### src/spg_defines.svh
// constants for the stack pointer limit guard
// assumes a 16-bit, byte-addressed data space
// Functional notes
// - the stack pointer always addresses the first free word and the stack grows upward.
// - a push writes at the pointer then increments it; a pop decrements first then reads.
// - a call pushes the low 15 bits of the program counter with the word's top bit forced clear.
// - an exception push joins the low status byte onto the counter's top part.
// - the stack limit register takes no value from any reset.
// - bit 0 of the stack pointer is always zero; bit 0 of the stack limit is zero once the limit has been loaded.
// - only push addresses formed through the stack pointer are compared with the limit; pop and indirect addresses are not.
// - a push at pointer equal to limit does not trap; the next push does.
// - a stack pointer address below 0x0800 raises an underflow stack error.
`ifndef SPG_DEFINES_SVH
`define SPG_DEFINES_SVH
`define SPG_SFR_TOP      16'h0800
`define SPG_SP_RESET     16'h0800
`define SPG_WORD_STEP    16'h0002
`define SPG_ALIGN_BIT    0
`endif

### src/spg_pkg.sv
// types for the stack pointer limit guard
// assumes spg_defines.svh is included by users
package spg_pkg;
   typedef enum logic [2:0] {
      SPG_OP_NONE,
      SPG_OP_PUSH,
      SPG_OP_POP,
      SPG_OP_CALL,
      SPG_OP_EXC,
      SPG_OP_IND
   } spg_op_t;

   typedef struct packed {
      logic [15:0] addr;
      logic [15:0] wdata;
      logic        wr;
      logic        rd;
      logic        valid;
   } spg_mem_req_t;
endpackage

### src/spg_bound_chk.sv
// bound checker for stack addresses
// assumes a combinational use inside the guard
`timescale 1ns/100ps
`include "spg_defines.svh"
module spg_bound_chk (
   input  wire logic [15:0] ea,
   input  wire logic [15:0] limit,
   input  wire logic        is_push,
   output logic             over,
   output logic             under
);
   // unsigned compare; push at ea==limit stays legal
   always_comb begin
      over  = is_push && (ea > limit);
      under = (ea < `SPG_SFR_TOP);
   end
endmodule

### src/spg_stack_guard.sv
// stack pointer, push/pop sequencing and stack error trap
// assumes core issues one stack op per cycle, synchronous inputs
`timescale 1ns/100ps
`include "spg_defines.svh"
module spg_stack_guard (
   input  wire logic                 sys_clk,
   input  wire logic                 rst_b,
   input  wire spg_pkg::spg_op_t     op,
   input  wire logic [15:0]          op_data,
   input  wire logic [22:0]          pc,
   input  wire logic [7:0]           status_low_byte,
   input  wire logic                 sp_wr,
   input  wire logic [15:0]          sp_wdata,
   input  wire logic                 lim_wr,
   input  wire logic [15:0]          lim_wdata,
   input  wire logic [15:0]          ind_offset,
   output spg_pkg::spg_mem_req_t     mem_req,
   output logic [15:0]               stack_pointer_reg,
   output logic [15:0]               stack_limit_reg,
   output logic                      stack_trap
);
   logic [15:0] ea;
   logic [15:0] push_word;
   logic [15:0] next_sp;
   logic        is_push;
   logic        uses_sp;
   logic        over;
   logic        under;

   function automatic logic [15:0] spg_align(input logic [15:0] v);
      spg_align = {v[15:1], 1'b0};
   endfunction

   // reads through the pointer: pop and indirect
   function automatic logic spg_is_read(input spg_pkg::spg_op_t o);
      spg_is_read = (o == spg_pkg::SPG_OP_POP) || (o == spg_pkg::SPG_OP_IND);
   endfunction

   assign is_push = (op == spg_pkg::SPG_OP_PUSH) || (op == spg_pkg::SPG_OP_CALL) ||
                    (op == spg_pkg::SPG_OP_EXC);
   assign uses_sp = is_push || spg_is_read(op);

   always_comb begin
      ea = stack_pointer_reg;
      next_sp = stack_pointer_reg;
      push_word = op_data;
      case (op)
         spg_pkg::SPG_OP_PUSH: begin
            next_sp = stack_pointer_reg + `SPG_WORD_STEP;
         end
         spg_pkg::SPG_OP_CALL: begin
            push_word = {1'b0, pc[14:0]};
            next_sp = stack_pointer_reg + `SPG_WORD_STEP;
         end
         spg_pkg::SPG_OP_EXC: begin
            push_word = {status_low_byte, pc[22:15]};
            next_sp = stack_pointer_reg + `SPG_WORD_STEP;
         end
         spg_pkg::SPG_OP_POP: begin
            ea = stack_pointer_reg - `SPG_WORD_STEP;
            next_sp = ea;
         end
         spg_pkg::SPG_OP_IND: begin
            ea = spg_align(stack_pointer_reg + ind_offset);
         end
         default: begin
         end
      endcase
      if (sp_wr) begin
         next_sp = sp_wdata;
      end
   end

   spg_bound_chk u_chk (
      .ea      (ea),
      .limit   (stack_limit_reg),
      .is_push (is_push),
      .over    (over),
      .under   (under)
   );

   always_ff @(posedge sys_clk) begin
      if (!rst_b) begin
         stack_pointer_reg <= `SPG_SP_RESET;
      end else begin
         stack_pointer_reg <= spg_align(next_sp);
      end
   end

   // no reset on purpose: software must load it before use
   always_ff @(posedge sys_clk) begin
      if (lim_wr) begin
         stack_limit_reg <= spg_align(lim_wdata);
      end
   end

   always_ff @(posedge sys_clk) begin
      if (!rst_b) begin
         mem_req <= '0;
      end else begin
         mem_req.valid <= uses_sp;
         mem_req.addr  <= ea;
         mem_req.wr    <= is_push;
         mem_req.rd    <= spg_is_read(op);
         mem_req.wdata <= push_word;
      end
   end

   // trap registered with the access it belongs to
   always_ff @(posedge sys_clk) begin
      if (!rst_b) begin
         stack_trap <= 1'b0;
      end else begin
         stack_trap <= uses_sp && (over || under);
      end
   end

   // limit is unknown until loaded, so limit checks only follow a load
   a_push_incr: assert property (
      @(posedge sys_clk) disable iff (!rst_b)
      (op == spg_pkg::SPG_OP_PUSH && !sp_wr) |=>
      stack_pointer_reg == $past(stack_pointer_reg) + `SPG_WORD_STEP)
      else $error("push did not advance pointer");

   a_pop_decr: assert property (
      @(posedge sys_clk) disable iff (!rst_b)
      (op == spg_pkg::SPG_OP_POP && !sp_wr) |=>
      stack_pointer_reg == $past(stack_pointer_reg) - `SPG_WORD_STEP &&
      mem_req.addr == stack_pointer_reg)
      else $error("pop address wrong");

   a_push_addr: assert property (
      @(posedge sys_clk) disable iff (!rst_b)
      (op == spg_pkg::SPG_OP_PUSH) |=>
      mem_req.wr && mem_req.addr == $past(stack_pointer_reg))
      else $error("push address wrong");

   a_call_msb: assert property (
      @(posedge sys_clk) disable iff (!rst_b)
      (op == spg_pkg::SPG_OP_CALL) |=>
      !mem_req.wdata[15])
      else $error("call msb set");

   a_call_word: assert property (
      @(posedge sys_clk) disable iff (!rst_b)
      (op == spg_pkg::SPG_OP_CALL) |=>
      {8'h00, mem_req.wdata[14:0]} == ($past(pc) & 23'h007fff))
      else $error("call word lost counter bits");

   a_exc_join: assert property (
      @(posedge sys_clk) disable iff (!rst_b)
      (op == spg_pkg::SPG_OP_EXC) |=>
      mem_req.wdata[15:8] == $past(status_low_byte))
      else $error("exception word lacks status");

   a_exc_low: assert property (
      @(posedge sys_clk) disable iff (!rst_b)
      (op == spg_pkg::SPG_OP_EXC) |=>
      {mem_req.wdata[7:0], 15'h0000} == ($past(pc) & 23'h7f8000))
      else $error("exception word lacks counter top");

   a_sp_align: assert property (
      @(posedge sys_clk) disable iff (!rst_b)
      !stack_pointer_reg[0])
      else $error("pointer misaligned");

   a_sp_load: assert property (
      @(posedge sys_clk) disable iff (!rst_b)
      sp_wr |=>
      stack_pointer_reg == ($past(sp_wdata) & 16'hfffe))
      else $error("pointer load wrong");

   a_lim_load: assert property (
      @(posedge sys_clk) disable iff (!rst_b)
      lim_wr |=>
      stack_limit_reg == ($past(lim_wdata) & 16'hfffe))
      else $error("limit load wrong");

   a_push_eq_ok: assert property (
      @(posedge sys_clk) disable iff (!rst_b)
      (op == spg_pkg::SPG_OP_PUSH && stack_pointer_reg == stack_limit_reg &&
       stack_pointer_reg >= `SPG_SFR_TOP) |=> !stack_trap)
      else $error("push at limit trapped");

   a_push_over: assert property (
      @(posedge sys_clk) disable iff (!rst_b)
      (op == spg_pkg::SPG_OP_PUSH && stack_pointer_reg > stack_limit_reg) |=>
      stack_trap)
      else $error("overflow not trapped");

   a_under_trap: assert property (
      @(posedge sys_clk) disable iff (!rst_b)
      (op == spg_pkg::SPG_OP_PUSH && stack_pointer_reg < `SPG_SFR_TOP) |=>
      stack_trap)
      else $error("underflow not trapped");

   a_pop_under: assert property (
      @(posedge sys_clk) disable iff (!rst_b)
      (op == spg_pkg::SPG_OP_POP && stack_pointer_reg >= `SPG_WORD_STEP &&
       stack_pointer_reg <= `SPG_SFR_TOP) |=> stack_trap)
      else $error("pop underflow not trapped");

   a_no_op_quiet: assert property (
      @(posedge sys_clk) disable iff (!rst_b)
      (op == spg_pkg::SPG_OP_NONE) |=>
      !stack_trap && !mem_req.valid)
      else $error("trap without stack access");

   a_trap_access: assert property (
      @(posedge sys_clk) disable iff (!rst_b)
      stack_trap |->
      mem_req.valid)
      else $error("trap outside access cycle");

   a_ind_no_move: assert property (
      @(posedge sys_clk) disable iff (!rst_b)
      (op == spg_pkg::SPG_OP_IND && !sp_wr) |=>
      stack_pointer_reg == $past(stack_pointer_reg))
      else $error("indirect access moved pointer");

   a_ind_read: assert property (
      @(posedge sys_clk) disable iff (!rst_b)
      (op == spg_pkg::SPG_OP_IND) |=>
      mem_req.rd && !mem_req.wr && !mem_req.addr[0])
      else $error("indirect read malformed");
endmodule

### config.mk
export PLATFORM = sky130hd
export DESIGN_NAME = spg_stack_guard
export DESIGN_NICKNAME = d
export VERILOG_FILES = /design/src/spg_pkg.sv /design/src/spg_bound_chk.sv /design/src/spg_stack_guard.sv
export VERILOG_INCLUDE_DIRS = /design/src
export SDC_FILE = /design/constraint.sdc
export NUM_CORES = 1
export LEC_CHECK = 0
export BUFFER_PORTS_ARGS = -buffer_cell sky130_fd_sc_hd__buf_2
export CAP_MARGIN = 40
export CORE_ASPECT_RATIO = 1.75
export CORE_MARGIN = 2
export CORE_UTILIZATION = 30
export CTS_CLUSTER_DIAMETER = 150
export DETAILED_ROUTE_END_ITERATION = 16
export PLACE_DENSITY = 0.59
export SLEW_MARGIN = 20
export SYNTH_ARGS = -nofsm -noshare
export SYNTH_HDL_FRONTEND = slang
export SYNTH_HIERARCHICAL = 1
export SYNTH_SLANG_ARGS = --single-unit
### constraint.sdc
create_clock -name sys_clk -period 7.1 [get_ports sys_clk]
set_input_delay 1.42 -clock sys_clk [delete_from_list [all_inputs] [get_ports sys_clk]]
set_output_delay 1.42 -clock sys_clk [all_outputs]
set_load 0.05 [all_outputs]
Word level (Yosys, flattened, before mapping)

Index checks and enable logic that the tools add are counted.
Widths: inputs -> output; s select.

$add $sub $neg: 3
$lt $le $gt $ge: 2
Eq/ne operators: 5
Multiplexer cells: 4
Reductions and logical operators: 9

Operators with widths:

| kind                  | count |
|---|---|
| $pmux 16 s2           | 3 |
| $add 16x16->16        | 1 |
| $add 16x2->16 const B | 1 |
| $gt 16x16->1          | 1 |
| $lt 16x12->1 const B  | 1 |
| $mux 16               | 1 |
| $sub 16x2->16 const B | 1 |
| $eq 3x2->1 const B    | 2 |
| $eq 3x3->1 const B    | 2 |
| $logic_or 1x1->1      | 5 |
| $eq 3x1->1 const B    | 1 |
| $reduce_bool 3->1     | 1 |
| $reduce_or 3->1       | 1 |
| $logic_and 1x1->1     | 2 |

Register bits after elaboration: 67
Output and inout port bits: 68

Logic depth before layout (Yosys ltp)

Gate-level depths: netlist (run 1).

Depth after elaboration: 6
Mapped depth: 15
Gate-level depth less buffers: 15

By module

Netlist (run 1), hierarchy kept.

By module, submodules not included:

| module          | times used | cells an instance | area each (µm²) | sequential area each (µm²) |
|---|---|---|---|---|
| spg_stack_guard | 1          | 470               | 3972.6          | 1451.4 |
| spg_bound_chk   | 1          | 58                | 410.4           | 0.0 |

Worst setup path after synthesis (run 1)

OpenSTA, ideal clock, no wires.

Path kind: input-to-reg
Start: in ind_offset[1]
End: reg stack_trap
Arrival: 4.526 ns
Data required time: 6.985 ns
Path slack: 2.460 ns
Cell stages on the path: 15
Path buffers: 0
Cells stage by stage: ha_1 > inv_1 > fa_1 > nor2b_1 > o31ai_1 > a211oi_1 > o2111ai_1 > mux2i_1 > o21ai_0 > ha_1 > nand4_1 > or4_1 > or2_0 > o311a_1 > o21a_1

Longest elaborated chain between the ends: 6
Elaborated cells between the ends (all ways): 7
Those cells by class: 1 x add/sub; 2 x order compare; 1 x mux; 3 x reduce/logical

RTL lines:

| item                 | line                   | RTL |
|---|---|---|
| from (decl)          | spg_stack_guard.sv:16  | `input wire logic [15:0] ind_offset,` |
| $add 16x16->16       | spg_stack_guard.sv:64  | `ea = spg_align(stack_pointer_reg + ind_offset);` |
| $pmux 16 s2          | spg_stack_guard.sv:47  | `case (op)` |
| named net ea[15]     | spg_stack_guard.sv:22  | `logic [15:0] ea;` |
| $gt 16x16->1         | spg_bound_chk.sv:14    | `over = is_push && (ea > limit);` |
| $logic_and 1x1->1    | spg_bound_chk.sv:14    |  |
| named net over       | spg_stack_guard.sv:27  | `logic over;` |
| $logic_or 1x1->1     | spg_stack_guard.sv:114 | `stack_trap <= uses_sp && (over \|\| under);` |
| $logic_and 1x1->1    | spg_stack_guard.sv:114 |  |
| to (signal assigned) | spg_stack_guard.sv:114 |  |
| to (decl)            | spg_stack_guard.sv:20  | `output logic stack_trap` |

The timed path passes the listed nets, and every way through them passes these cells.
A chain may end at the register's enable or synchronous reset.

Worst setup path after layout (run 1)

Ends and elaborated chain as after synthesis.

==> impl_summary.log, run 1 <==
[metrics] sequential cell area in the final layout: about 1500 sq um
[metrics] cell count of the worst hold path: 2
[metrics] post-synthesis cell area: approximately 4400 sq um
[metrics] average vias per placed instance: between 5 and 6
[metrics] cell taking the most area after synthesis: dfxtp_1
[metrics] sink of the worst hold path: stack_pointer_reg[15]
[metrics] Lkg Pwr: 2.59 nW
[metrics] headroom to the max-slew limit: approximately two fifths
[metrics] overall die width: 95.4 microns
[metrics] DRC Markers: 0
[metrics] power per cell area: 230 nW/um^2
[metrics] Seq cells post-synth: 65
[metrics] top cell types by occurrence after synthesis: a21oi_1 (56), dfxtp_1 (50), nand2_1 (44), nor2_1 (42)
[metrics] Floorplan Core Area: 14,300 sq um
[metrics] post-route minimum period: ~5 ns
[metrics] layout-stage area growth over the synthesis result: 29.5%
[metrics] # resized after CTS: 0
[metrics] DRC violation total after the first TritonRoute iteration: approximately 350
[metrics] multi-input logic area: roughly 2700 sq um
[metrics] CTS Buf Count: 9
[metrics] CP most frequent cell: ha_1
[metrics] CTS clock-pin slew for the worst setup and hold paths: around 0.060 ns
[metrics] Reg2Reg Setup Slack: between 2 and 3 ns
[metrics] portion of the clock cycle consumed by the worst path in the final layout: 70.6%
[metrics] pin count of the biggest net entering global routing: 37
[metrics] worst reg-to-reg path cell count: 15
[metrics] Port Buffers: 163
[metrics] hold slack: around 0.67 ns
[metrics] chain of cells forming the critical path: buf_2 > ha_1 > inv_1 > fa_1 > nor2b_1 > o31ai_1 > a211oi_1 > o2111ai_1 > mux2i_1 > o21ai_0 > ha_1 > nand4_1 > or4_1 > or2_0 > o311a_1 > o21a_1
[metrics] global-route wire length before repair: 23,000 microns
[metrics] kind of start point of the critical path: input port
[metrics] Clock Sinks: 65
[metrics] dominant cells by area after synthesis: dfxtp_1 (23%), edfxtp_1 (10%), ha_1 (9.1%)
[metrics] hold buffer count at CTS: 0
[metrics] clock root buffer: clkbuf_16
[metrics] total of max-cap violations: 0
[metrics] detailed-route wire length: 15,100 microns
[metrics] total design power: roughly 1.3 mW
[metrics] TritonCTS clock tree: done
[metrics] total of fill cells in the finished design: 1,448
[metrics] net count reported at finish: 816
[metrics] beginning of the worst hold path: stack_pointer_reg[15]
[metrics] Largest register FFs: 34
[metrics] stage delay of the slowest cell on the critical path: 0.58 ns
[metrics] Critical Path Slowest Stage Cell: or4_1
[metrics] num rows: 58
[metrics] startpoint of the worst register-to-register path: stack_pointer_reg[1]
[metrics] CP endpoint kind: flop
[metrics] overall die area: 15,600 sq um
[metrics] number of ports placed on the die boundary: 170
[metrics] final number of setup-violating endpoints: 0
[metrics] main flop type after synthesis: dfxtp_1
[metrics] part of the Yosys area used for sequential elements: roughly a third
[metrics] hold violation total from the final report: 0
[metrics] RR Endpoint: stack_trap
[metrics] EDFF count, synth: 15
[metrics] initial standard-cell utilization of the core: 30.7%
[metrics] fraction of layout instances using a drive strength above 1: between 20% and 30%
[metrics] Final Non-Filler Cells: 866
[metrics] syn avg cell area: 8.30 sq um
[metrics] top achievable clock speed: 199 MHz
[metrics] outcome: finished clean
[metrics] initial antenna violation count: 0
[metrics] number of optimization iterations in the first detailed-route pass: 5
[metrics] Cell variety after synth: 68
[metrics] ys async rst share: 0%
[metrics] cell with the most instances after synthesis: a21oi_1
[metrics] Final TNS setup: 0 ns
[metrics] routability cong.: 0.881
[metrics] arrival time at the worst endpoint: 5.24 ns
[metrics] unrepaired setup endpoints after global routing: no
[metrics] vias in the first global route: 4,446
[metrics] post-CTS setup buffers: 0
[metrics] vias post-DR: 4,553
[metrics] worst setup path category: input port to flop
[metrics] worst min-delay path class: flop to flop
[metrics] Congestion Overflow GR: 0
[metrics] cell count after synthesis: 528
[metrics] required time of the worst setup path: 7.33 ns
[metrics] placed wire-length estimate after detailed placement: 11,800 microns
[metrics] Slew @ Worst Pin: ~0.87 ns
[metrics] maximum level of the CTS H-tree: 3
[metrics] Final Slew Violations: 0
[metrics] global-route usage over all layers: 19.3%
[metrics] largest vdd supply drop: approximately 110 uV
[metrics] die height: between 150 and 200 microns
[metrics] clock latency of the later-clocked register in the worst-skew pair: 0.33 ns
[metrics] maximum clock insertion buffer count: 2
[metrics] final clock skew: 0.00974 ns
[metrics] remaining antenna violation count: 0
[metrics] antenna diode instance count: 0
[metrics] detail-routed net length per standard cell: 17.4 microns
[metrics] top cell type's share of synthesized area: a little under a quarter
[metrics] synth warn: 6
[metrics] number of instances in the placed design: 849
[metrics] largest driver fanout on the critical path: 4
[metal layers]
metal,up-vias,track usage (%),routed length (microns)
li1,2250,-,-
met1,2077,19.9,5280
met2,195,36.6,8330
met3,31,2.98,818
met4,0,9.55,633
met5,-,0,0
[layout by cell type, fill, tap and decap left out, types with 6 or more instances in the layout]
cell / instances
nor2_1: 42
a22oi_1: 22
xor2_1: 6
clkbuf_16: 9
buf_4: 6
nand2_1: 44
or3_1: 9
and2_1: 10
nand3_1: 18
mux2i_1: 7
a211oi_1: 6
edfxtp_1: 15
nor3_1: 9
xnor2_1: 13
ha_1: 32
buf_2: 163
nand4_1: 8
dfxtp_1: 50
a21oi_1: 56
o21ai_0: 32
inv_1: 28
[through the flow]
step	setup slack [ns]	instance area, sq um	util, %
3_5_place_dp	1.72	5330	37.3
4_1_cts	2.10	5660	39.6
6_report	2.09	5680	39.7
5_1_grt	1.92	5680	39.7
3_3_place_gp	1.83	5320	37.2
2_1_floorplan	2.46	4400	-
[critical path: cells and delay by family]
kind | cells | cell delay [ns]
compound gates | 6 | 1.30
fa+ha+maj | 3 | 0.92
buf+inv | 2 | 0.15
mux | 1 | 0.27
simple gates | 4 | 1.17
[where the power goes]
group          total [mW]  internal [mW]  switching, mW
sequential          0.437          0.407         0.0294
combinational       0.378          0.123          0.255
clock               0.491          0.318          0.173
total                1.31          0.848          0.458
[kinds of logic after synthesis]
logic type / after synthesis / share of synthesized area (%)
AOI/OAI and AO/OA: 164 / 23.8
xor gates and xnor gates: 19 / 3.80
adders and majority gates: 33 / 9.59
buffers and inverters: 61 / 6.05
DFF: 65 / 33.1
muxes: 10 / 2.37
other: 1 / 0.0856
and+or+nand+nor: 175 / 21.2
[area by class of cell]
type / instances / area share (%)
multi-input cells: 406 / 47.3
flip-flops and latches: 65 / 25.6
repair buffers: 170 / 15.4
clock buffers: 10 / 4.21
well taps: 180 / 3.97
inverters: 29 / 1.92
clock inverters: 6 / 1.61
[how the worst max path moves through the flow]
stage / from / endpoint / slack [ns]
2_1_floorplan: ind_offset[1] / stack_trap / 2.46
3_3_place_gp: ind_offset[1] / stack_trap / 1.83
3_5_place_dp: ind_offset[1] / stack_trap / 1.72
4_1_cts: ind_offset[1] / stack_trap / 2.10
5_1_grt: ind_offset[1] / stack_trap / 1.92
6_report: ind_offset[1] / stack_trap / 2.09
Power figures use the tool's default switching activity.
==> inputs of run 2 (changes only) <==
PLACE_DENSITY = 0.61   (was 0.59)
clock period = 4.4 ns   (was 7.1 ns; I/O delays follow)
==> run 2 against run 1 <==
Against the previous run: cell count rose by 3.3%; clock skew rose by 0.0066 ns; first-iteration DRC count fell by 17%; design area rose by 3.6%; critical endpoint unchanged; critical path type unchanged; clock-buffer cell count fell by 1; non-clock buffer count rose by 29; highest routed layer unchanged; utilization rose by 1.4 points; largest cell class unchanged.
==> impl_summary.log, run 2 (same netlist as run 1, synthesis figures left out) <==
[metrics] outcome: finished clean
[metrics] required time of the worst setup path: roughly 4.6 ns
[metrics] worst min-delay path class: flop to flop
[metrics] vias post-DR: about 4,700
[metrics] RR Endpoint: stack_trap
[metrics] fraction of layout instances using a drive strength above 1: 32.6%
[metrics] portion of total power attributed to combinational logic: just over 30%
[metrics] total of fill cells in the finished design: approximately 1,500
[metrics] DRC violation total after the first TritonRoute iteration: 287
[metrics] total of max-cap violations: 0
[metrics] average vias per placed instance: 5.27
[metrics] top achievable clock speed: between 200 and 250 MHz
[metrics] number of ports placed on the die boundary: between 150 and 200
[metrics] # resized after CTS: 0
[metrics] remaining antenna violation count: 0
[metrics] startpoint of the worst register-to-register path: stack_pointer_reg[2]
[metrics] hold slack: ~0.69 ns
[metrics] DRC Markers: 0
[metrics] most used cells in the layout excluding fill and tap cells: buf_2 (164), a21oi_1 (56), dfxtp_1 (50)
[metrics] detailed-route wire length: 15,400 microns
[metrics] switching component of the power: 0.766 mW
[metrics] vias in the first global route: 4,583
[metrics] worst setup path category: input port to flop
[metrics] area of all placed cells without fillers: 5880 sq um
[metrics] routability cong.: 0.935
[metrics] largest driver fanout on the critical path: 3
[metrics] CP endpoint kind: flop
[metrics] clock latency of the later-clocked register in the worst-skew pair: ~0.35 ns
[metrics] Largest register FFs: 34
[metrics] Internal: about 1.4 mW
[metrics] worst reg-to-reg path cell count: 14
[metrics] num rows: 58
[metrics] Congestion Overflow GR: 0
[metrics] overall die area: 15,600 sq um
[metrics] die height: 164 microns
[metrics] detail-routed net length per standard cell: 17.2 microns
[metrics] portion of the clock cycle consumed by the worst path in the final layout: 95.3%
[metrics] initial antenna violation count: 0
[metrics] Floorplan Core Area: 14,300 sq um
[metrics] global-route wire length before repair: 23,300 microns
[metrics] overall die width: 95.4 microns
[metrics] power per cell area: 364 nW/um^2
[metrics] Reg2Reg Setup Slack: about 0.47 ns
[metrics] kind of start point of the critical path: input port
[metrics] placed wire-length estimate after detailed placement: 12,100 microns
[metrics] TritonCTS clock tree: done
[metrics] initial standard-cell utilization of the core: a little under a third
[metrics] antenna diode instance count: 0
[metrics] worst setup path startpoint: ind_offset[2]
[metrics] Slew @ Worst Pin: roughly 0.87 ns
[metrics] largest vdd supply drop: 213 uV
[metrics] post-route minimum period: 4.19 ns
[metrics] headroom to the max-slew limit: roughly two fifths
[metrics] hold buffer count at CTS: 0
[metrics] multi-input logic area: 2690 sq um
[metrics] Clock Sinks: 65
[metrics] total design power: 2.14 mW
[metrics] sequential share of power: 31.8%
[metrics] Lkg Pwr: 2.72 nW
[metrics] sequential cell area in the final layout: about 1500 sq um
[metrics] Final Slew Violations: 0
[metrics] global-route usage over all layers: 19.7%
[metrics] CTS clock-pin slew for the worst setup and hold paths: about 0.070 ns
[metrics] maximum level of the CTS H-tree: 3
[metrics] relative contribution of the clock network to total power: 37.0%
[metrics] switching part of the total: 35.7%
[metrics] most frequent standard cell in the layout excluding fill and tap cells: buf_2
[metrics] hold violation total from the final report: 0
[metrics] Port Buffers: 163
[metrics] number of optimization iterations in the first detailed-route pass: 7
[metrics] unrepaired setup endpoints after global routing: no
[metrics] layout-stage area growth over the synthesis result: 34.2%
[metrics] crit path to: stack_trap
[metrics] final number of setup-violating endpoints: 0
[metrics] post-CTS setup buffers: 0
[metrics] arrival time at the worst endpoint: 4.42 ns
[metrics] pin count of the biggest net entering global routing: 36
[metrics] clock root buffer: clkbuf_16
[metrics] CTS Buf Count: 9
[metrics] net count reported at finish: 845
[metrics] final clock skew: ~0.016 ns
[metrics] maximum clock insertion buffer count: 2
[metrics] Cell Area, Placed: around 5500 sq um
==> run 2: cell types whose count changed in the layout (fill, tap and decap cells not counted), sizes merged <==
cell and change:
buf +29, clkbuf -1, clkinv -1, clkinvlp +1, inv +1
==> run 2: layout make-up <==
type / count / area share, %
Sequential cell: 65 / 24.7
Clock inverter: 7 / 1.60
Tap cell: 180 / 3.83
Clock buffer: 9 / 3.83
Timing Repair Buffer: 199 / 18.5
Inverter: 29 / 1.85
Multi-Input combinational cell: 406 / 45.7
==> run 2: worst min path at each step <==
stage	startpoint	endpoint	slack, ns	cells past startpoint
5_1_grt	lim_wdata[8]	stack_limit_reg[8]	0.71	1
4_1_cts	stack_pointer_reg[15]	stack_pointer_reg[15]	0.68	2
3_5_place_dp	stack_pointer_reg[15]	stack_pointer_reg[15]	0.67	2
3_3_place_gp	stack_pointer_reg[15]	stack_pointer_reg[15]	0.67	2
2_1_floorplan	stack_pointer_reg[14]	stack_pointer_reg[14]	0.83	2
6_report	stack_pointer_reg[15]	stack_pointer_reg[15]	0.69	2
==> run 2: worst max-delay path, cell delays in order <==
cell and delay [ns]:
buf_2 0.11, ha_1 0.30, a211oi_1 0.31, nor2_1 0.12, a31o_2 0.28, a2111oi_0 0.36
buf_4 0.19, mux2_2 0.33, nand3_1 0.13, ha_1 0.20, nand4_1 0.13, or4_1 0.56
or2_0 0.24, o311a_1 0.12, o21a_1 0.16
==> run 2: metal layers <==
layer,share of wire [%],track usage [%],up-vias,wire length [microns]
li1,-,-,2301,-
met1,34,19.7,2166,5250
met2,55,37.1,203,8410
met3,5.8,3.90,46,895
met4,5.3,10.8,0,813
met5,0,0,-,0
==> run 2: power by group through the flow <==
stage	clock [mW]	combinational (mW)	sequential [mW]
after floorplan	0	0.290	0.853
after global placement	0	0.657	0.694
after detailed placement	0	0.662	0.694
after CTS	0.811	0.665	0.682
after global routing	0.832	0.723	0.686
final	0.793	0.670	0.681
==> run 2: stage by stage <==
step,util (%),TNS (ns),instances,setup WS (ns)
2_1_floorplan,-,0,532,0.283
3_3_place_gp,38.7,-0.176,876,-0.176
3_5_place_dp,38.8,-0.254,878,-0.254
4_1_cts,41.0,0,894,0.105
5_1_grt,41.1,0,895,0.00476
6_report,41.1,0,895,0.207
